[config.mk]
export PLATFORM = sky130hd
export DESIGN_NAME = qdc_core
export DESIGN_NICKNAME = d
export VERILOG_FILES = /design/src/design/qdc_pkg.sv /design/src/design/qdc_filter.sv /design/src/design/qdc_core.sv
export SDC_FILE = /design/constraint.sdc
export NUM_CORES = 1
export LEC_CHECK = 0
export ABC_AREA = 1
export BUFFER_PORTS_ARGS = -buffer_cell sky130_fd_sc_hd__clkbuf_2
export CORE_MARGIN = 3
export CORE_UTILIZATION = 54
export CTS_CLUSTER_DIAMETER = 30
export DETAILED_ROUTE_END_ITERATION = 8
export PLACE_DENSITY_LB_ADDON = 0.12
export SLEW_MARGIN = 20
export SYNTH_ARGS = -nofsm -noshare
export SYNTH_HDL_FRONTEND = slang
export SYNTH_SLANG_ARGS = --single-unit
export TNS_END_PERCENT = 20
[constraint.sdc]
create_clock -name mclk -period 1.85 [get_ports mclk]
set_input_delay 0 -clock mclk [delete_from_list [all_inputs] [get_ports mclk]]
set_output_delay 0 -clock mclk [all_outputs]
set_load 0.05 [all_outputs]
[src/design/qdc_pkg.sv]
// package: types and constants for the quadrature filter, decoder and position counter
package qdc_pkg;

	// filter: four-stage sample history, three agreeing samples to move the output
	localparam int HIST_DEPTH = 4;
	localparam int STABLE_SAMPLES = 3;
	localparam logic [3:0] HIST_RESET = 4'h0;
	localparam logic LEVEL_RESET = 1'b0;
	// edges after reset before the history holds only real samples
	localparam logic [2:0] FILL_RESET = 3'h0;
	localparam logic [2:0] FILL_FULL = 3'(HIST_DEPTH);

	// counter: widest variant sets the storage, the narrow variant masks it
	localparam int CNT_MAX_W = 16;
	localparam int CNT_W_DEFAULT = 16;
	localparam int CNT_W_BASIC = 12;
	localparam logic [15:0] COUNT_RESET = 16'h0000;

	// latency from a qualified input change to the counter, in clock periods
	localparam int MAX_LATENCY_CLK = 7;

	// quadrature phases as (a,b): 1=10 2=11 3=01 4=00, indexed 0..3
	localparam logic [1:0] PH_AB_1 = 2'h2;
	localparam logic [1:0] PH_AB_2 = 2'h3;
	localparam logic [1:0] PH_AB_3 = 2'h1;
	localparam logic [1:0] PH_AB_4 = 2'h0;
	localparam logic [1:0] PH_IDX_1 = 2'h0;
	localparam logic [1:0] PH_IDX_2 = 2'h1;
	localparam logic [1:0] PH_IDX_3 = 2'h2;
	localparam logic [1:0] PH_IDX_4 = 2'h3;

	typedef struct packed {
		logic a;
		logic b;
	} qdc_quad_t;

	// per-channel filter state
	typedef struct packed {
		logic [3:0] hist;
		logic [2:0] fill;
		logic level;
		logic settled;
	} qdc_filt_state_t;

	// decoder and counter state
	typedef struct packed {
		logic armed;
		qdc_quad_t prev;
		logic step_pend;
		logic up;
		logic [15:0] count;
		logic strobe;
		logic cas;
	} qdc_core_state_t;

	localparam qdc_quad_t QUAD_RESET = '{a: 1'b0, b: 1'b0};

endpackage : qdc_pkg

[src/design/qdc_filter.sv]
// one channel of the digital noise filter: synchroniser plus three-sample agreement
`timescale 1ns/100ps
module qdc_filter (
	// clock and reset
	input wire logic mclk,
	input wire logic rst_n,
	// raw channel from the pin
	input wire logic raw,
	// filtered channel
	output logic level,
	output logic settled
);

	qdc_pkg::qdc_filt_state_t st;
	qdc_pkg::qdc_filt_state_t next_st;
	logic agree;

	// hist[0] is the first synchroniser flop and feeds only hist[1]
	assign agree = (st.hist[1] == st.hist[2]) && (st.hist[2] == st.hist[3]);

	always_comb begin
		next_st = st;
		next_st.hist = {st.hist[2:0], raw};
		if (st.fill != qdc_pkg::FILL_FULL) begin
			next_st.fill = 3'(st.fill + 3'h1);
		end
		// the reset zeros must not pass for a settled low level, or the
		// decoder would adopt a false phase and count once the real level lands
		if (agree && (st.fill == qdc_pkg::FILL_FULL)) begin
			next_st.level = st.hist[3];
			next_st.settled = 1'b1;
		end
	end

	// history needs HIST_DEPTH edges before agreement means anything
	always_ff @(posedge mclk or negedge rst_n) begin
		if (!rst_n) begin
			st.hist <= qdc_pkg::HIST_RESET;
			st.fill <= qdc_pkg::FILL_RESET;
			st.level <= qdc_pkg::LEVEL_RESET;
			st.settled <= 1'b0;
		end else begin
			st <= next_st;
		end
	end

	assign level = st.level;
	assign settled = st.settled;

endmodule : qdc_filter

[src/design/qdc_core.sv]
// quadrature decoder core: two channel filters, 4x decode, up/down position counter
`timescale 1ns/100ps
// Functional notes
// - each channel is sampled only on rising mclk edges.
// - each channel keeps a four-stage sample history shift register.
// - filtered level changes only after three equal consecutive samples.
// - spikes between edges and pulses under two clocks never pass the filter.
// - a qualified input change reaches the counter within seven clocks.
// - every edge on either filtered channel gives one count, four per cycle.
// - previous and present filtered state are compared each clock for count and direction.
// - phase order 10,11,01,00 (a leading) increments the counter.
// - reverse phase order (b leading) decrements by one per state change.
// - illegal transitions are not flagged; here they produce no count.
// - binary up/down counter, 12 or 16 bits, updated on rising edges.
// - the whole counter value is presented continuously on position.
// - counter wraps: all ones plus one is zero, zero minus one is all ones.
// - count strobe and direction are also driven to external outputs.
// - decoded count pulse is high half a clock, in the counter update cycle.
// - direction valid one clock before each pulse rise, held one clock after.
// - overflow or underflow emits a half-cycle cascade pulse.
module qdc_core #(
	parameter int WIDTH = qdc_pkg::CNT_W_DEFAULT
) (
	// clock and reset
	input wire logic mclk,
	input wire logic rst_n,
	// encoder channels from the pins
	input wire logic quad_in_a,
	input wire logic quad_in_b,
	// position to the downstream latch
	output logic [WIDTH-1:0] position,
	// decoder and cascade outputs
	output logic decoded_count_pulse,
	output logic cascade_count_pulse,
	output logic count_up
);

	localparam logic [16:0] ONE17 = 17'h00001;
	localparam logic [15:0] CNT_MASK = 16'((ONE17 << WIDTH) - ONE17);

	qdc_pkg::qdc_core_state_t st;
	qdc_pkg::qdc_core_state_t next_st;
	qdc_pkg::qdc_quad_t filt;
	logic settled_a;
	logic settled_b;
	logic step_valid;
	logic step_up;
	logic [16:0] stepped;

	// maps a filtered (a,b) pair to its phase index 0..3
	function automatic logic [1:0] phase_of(input qdc_pkg::qdc_quad_t q);
		logic [1:0] idx;
		idx = qdc_pkg::PH_IDX_4;
		case ({q.a, q.b})
			qdc_pkg::PH_AB_1: idx = qdc_pkg::PH_IDX_1;
			qdc_pkg::PH_AB_2: idx = qdc_pkg::PH_IDX_2;
			qdc_pkg::PH_AB_3: idx = qdc_pkg::PH_IDX_3;
			qdc_pkg::PH_AB_4: idx = qdc_pkg::PH_IDX_4;
			default: idx = qdc_pkg::PH_IDX_4;
		endcase
		return idx;
	endfunction : phase_of

	// returns {valid, up} for one previous/present pair
	function automatic logic [1:0] decode_step(input qdc_pkg::qdc_quad_t p,
		input qdc_pkg::qdc_quad_t c);
		logic [1:0] pi;
		logic [1:0] ci;
		logic [1:0] res;
		pi = phase_of(p);
		ci = phase_of(c);
		res = 2'h0;
		if (ci == 2'(pi + 2'h1)) begin
			res = 2'h3;
		end else if (ci == 2'(pi - 2'h1)) begin
			res = 2'h2;
		end
		// no change or a double jump: no count, nothing flagged
		return res;
	endfunction : decode_step

	// one counter step modulo the active width; returns {wrapped, next count}
	function automatic logic [16:0] count_step(input logic [15:0] cur, input logic up);
		logic [15:0] nxt;
		logic wrapped;
		if (up) begin
			nxt = 16'(cur + 16'h0001) & CNT_MASK;
			wrapped = (cur == CNT_MASK);
		end else begin
			nxt = 16'(cur - 16'h0001) & CNT_MASK;
			wrapped = (cur == qdc_pkg::COUNT_RESET);
		end
		return {wrapped, nxt};
	endfunction : count_step

	qdc_filter u_filt_a (
		.mclk(mclk),
		.rst_n(rst_n),
		.raw(quad_in_a),
		.level(filt.a),
		.settled(settled_a)
	);

	qdc_filter u_filt_b (
		.mclk(mclk),
		.rst_n(rst_n),
		.raw(quad_in_b),
		.level(filt.b),
		.settled(settled_b)
	);

	assign {step_valid, step_up} = decode_step(st.prev, filt);
	assign stepped = count_step(st.count, st.up);

	always_comb begin
		next_st = st;
		next_st.strobe = 1'b0;
		next_st.cas = 1'b0;
		next_st.step_pend = 1'b0;
		if (!st.armed) begin
			// adopt the first settled level as the starting phase without counting
			if (settled_a && settled_b) begin
				next_st.armed = 1'b1;
				next_st.prev = filt;
			end
		end else begin
			next_st.prev = filt;
			if (step_valid) begin
				// direction is set one clock ahead of the counter update
				next_st.step_pend = 1'b1;
				next_st.up = step_up;
			end
		end
		if (st.step_pend) begin
			// wrap flag and new count come from one step, so the pulses line up
			next_st.count = stepped[15:0];
			next_st.cas = stepped[16];
			next_st.strobe = 1'b1;
		end
	end

	// direction only changes on a new count, so it holds across each pulse
	always_ff @(posedge mclk or negedge rst_n) begin
		if (!rst_n) begin
			st.armed <= 1'b0;
			st.prev <= qdc_pkg::QUAD_RESET;
			st.step_pend <= 1'b0;
			st.up <= 1'b1;
			st.count <= qdc_pkg::COUNT_RESET;
			st.strobe <= 1'b0;
			st.cas <= 1'b0;
		end else begin
			st <= next_st;
		end
	end

	assign position = st.count[WIDTH-1:0];
	assign count_up = st.up;
	// gated with the clock high phase to give the half-cycle pulse; the edge that
	// clears strobe can leave a narrow blip, so sample these rather than count edges
	assign decoded_count_pulse = st.strobe & mclk;
	assign cascade_count_pulse = st.cas & mclk;

endmodule : qdc_core

* Word-level counts from Yosys, hierarchy flattened
Cells that the tools add are included.
** Operators by class
- Add/subtract/negate cells :: 6
- Equal/unequal tests :: 17
- Multiplexer cells :: 12
- Bitwise operators :: 2
- Reductions and logical operators :: 10
** Operator list (number)
- $add 16x1->16 const B :: 1
- $eq 16x16->1 const B :: 1
- $logic_not 16->1 :: 1
- $mux 16 :: 1
- $pmux 2 s4 :: 2
- $sub 16x1->16 const B :: 1
- $mux 2 :: 6
- $eq 2x2->1 const B :: 4
- $add 3x1->3 const B :: 2
- $eq 3x3->1 const B :: 2
- $ne 3x3->1 const B :: 2
- $logic_and 1x1->1 :: 5
- $eq 1x1->1 :: 4
- $eq 2x1->1 const B :: 2
- $eq 2x2->1 :: 2
- $logic_not 2->1 :: 2
- $mux 3 :: 1
- $add 2x1->2 const B :: 1
- $and 1x1->1 :: 2
- $mux 1 :: 2
- $reduce_and 2->1 :: 1
- $reduce_bool 2->1 :: 1
- $sub 2x1->2 const B :: 1
** Word-level totals
- Bits in registers :: 41
- Output and inout port bits :: 19
- Word-level logic and storage cells :: 63

* Longest topological paths before layout
- Depth after elaboration :: 8
- Depth in mapped cells :: 11
- Depth with buffers taken out :: 11

* Cells and area by module
Synthesis repeated with hierarchy kept, for this count alone.
** Second synthesis, totals
- Cell total of the unflattened synthesis :: 373
- Area, all modules :: 2822.7 µm²
** By module, submodules not included
- qdc_core :: instances 1, cells each 313, area an instance 2137.0 µm²
- qdc_filter :: instances 2, cells each 30, area an instance 342.8 µm²

==> run metrics <==
outcome=finished with violations; failing checks=negative setup slack; CP startpoint=count_up; Overflow after GRT=0; R2R Path Start=count_up; worst slew pin tran=0.4321 ns; Crit-path slowest cell=dfstp_4; distinct cell type count after synthesis=31; crit path kind=reg -> reg; FF+latch count, synth=roughly 40; drt wl/cell=13.09 µm; minimum clock period=1.988 ns; Synth area leader=dfrtp_1; clk_lat worst skew=about 0.40 ns; GPL Wtd Cong=around 0.9; first-pass GRT wire length=around 11000 µm; R2R depth=12; Die Span Y=77.33 µm; critical path startpoint category=flop; maxcap violations=0; crit-path leading delay family=simple AND/OR/NAND/NOR gates; Max FO, Critical Path=15; post-route design area=between 0.003 and 0.004 mm²; CTS tree=yes; Rows=25; yosys synthesis warning count=0; post-CTS setup buffer count=0; via count=between 2000 and 2500; final net count=about 440; instance count on the critical path=12; CP required=around 2.2 ns; Via density=around 5; Max stage delay on crit path=~0.63 ns; die area=~0.006 mm²; Hold Violations, Final=0; minimum hold slack=0.02436 ns; Fmax achieved=between 0.5 and 0.6 GHz; most common cell after layout, fill and taps aside=nand2_1; Tcrit/Tclk final=107.5%; RSZ-0062 raised after global routing=true; Initial DRC Count=about 130; Antenna Nets Post-Route=0; Pre-antenna DRT Iters=4; initial antenna violation count=0; most used cell, CP=nand2_1; synthesis-to-layout area growth=26.09%; IO Pins=23; Mapped Avg Cell Area=around 7.6 µm²; top cell type's share of synthesized area=a little over a third; Final HPWL DP=around 4500 µm; Final Routed Wirelength=approximately 6300 µm; final setup vio count=12; DRC viols=0; CP Data Arrival Time=around 2.3 ns; Most used DFF post-synth=dfrtp_1; CTS clock-pin slew for the worst setup and hold paths=~0.090 ns; Mapped Area=between 0.002 and 0.003 mm²; Area contributors post-synth=dfrtp_1, nand2_1, ha_1; synthesized netlist cell count=363; Mapped Nets=roughly 400; Cell Area, Placed=between 0.003 and 0.004 mm²; Worst Clk Skew=approximately 0.011 ns; vias in the first global route=about 2400; sequence of cells on the critical path=clkinvlp_4 > buf_12 > ha_4 > nand2_2 > nor2_2 > nand3_2 > nand2_4 > nand2_1 > nand2_1 > nand2_1 > nand3_1 > nand2_1; Post-synth EDFFs=0; Core Box Area=slightly below 0.005 mm²; IO Port Bufs=22; slew margin rel.=a little under three quarters; endpoint type of the worst setup path=flop; largest net degree at the start of global routing=19; Initial Util=between 50 and 60%; layout cells sized above 1=28.47%; Die W=approximately 77 µm; WP buf/inv=2; Seq/Total Area, Yosys=a little under two fifths; final worst slack=-0.1384 ns; hold crit path type=in -> async; async set-or-reset flop fraction in the synthesized netlist=100.0%; final max-slew violation count=0; ant diodes=0; most frequent cells in the layout=nand2_1, inv_1, dfrtp_1; GRT Overall Usage=roughly 23%
-- layer usage --
metal  routed length, µm  track usage (%)  up-vias
li1                    -                -     1219
met4                  84            9.609        0
met5                   0                0        -
met1                2853            28.79     1109
met2                3091            39.12       39
met3                 229            5.220        9
-- worst paths after layout --
path                            slack [ns]                   to
max in group asynchronous             1.23             count_up
worst max-delay path                 -0.14         position[15]
worst max register to register       -0.14         position[15]
worst min-delay path                  0.02         position[14]
min in group mclk                     0.24  u_filt_b.next_st[6]
worst min register to register        0.35  u_filt_a.next_st[7]
-- cell type report --
type                       instances  area [µm²]
clock buffer                      12       137.6
clock inverter                     4       22.52
fill                             369        1353
inverter                          56       216.5
multi-input combinational        245        1605
sequential                        41        1031
tap                               67       83.83
timing repair buffer              53       367.9
-- kinds of logic after synthesis --
kind of cell | Yosys count | share of synthesized area, %
simple gates | 177 | 28.19
buf+inv | 77 | 12.93
flops | 41 | 37.39
compound gates | 32 | 6.329
fa+ha+maj | 25 | 11.66
xor+xnor | 11 | 3.506
-- sequential cells by signal, summed over array words and instances, names as in the netlist, 3 cells and up --
| signal | cells |
|---|---|
| u_filt_a.st | 4 |
| st | 6 |
| u_filt_a.next_st | 3 |
| u_filt_b.st | 4 |
| u_filt_b.next_st | 3 |
| position | 16 |
-- cells in the mapped netlist, types with 3 or more instances --
library cell	count
inv_1	55
inv_2	3
ha_1	24
nand4_1	4
nand3_2	4
o21ai_0	15
xnor2_1	5
nand2_1	115
buf_4	17
nand3_1	18
a21oi_1	11
nor3_1	7
xor2_1	6
nand2_2	3
nor2_1	15
o21bai_1	3
dfrtp_1	40
-- metrics by stage --
| stage | TNS (ns) | utilization (%) | worst slack, ns | std cells |
|---|---|---|---|---|
| final | -1.166 | 71.92 | -0.1384 | 478 |
| after global routing | -2.671 | 71.92 | -0.2927 | 478 |
| after CTS | -1.232 | 70.94 | -0.1492 | 478 |
| after detailed placement | -1.972 | 63.56 | -0.2194 | 463 |
| after global placement | -1.716 | 63.56 | -0.2068 | 463 |
| after floorplan | -3.145 | - | -0.3069 | 363 |
-- worst reg2reg max path, stage by stage, from the launching register on --
cell and delay, ns:
dfstp_4 0.63, clkinvlp_4 0.10, buf_12 0.18, ha_4 0.31, nand2_2 0.07, nor2_2 0.12
nand3_2 0.10, nand2_4 0.11, nand2_1 0.07, nand2_1 0.06, nand2_1 0.04, nand3_1 0.06
nand2_1 0.05
-- what timing repair did --
action                                  in CTS  in global routing
pin swaps                                    0                  2
hold buffers                                 3                  0
endpoints found under the hold margin       42                  0
gates cloned                                 0                  0
endpoints found under the setup margin      13                 13
gates resized for setup                     28                 14
Power is not shown: default switching activity piles up to over one toggle a cycle in this logic, so the estimate is an artifact.
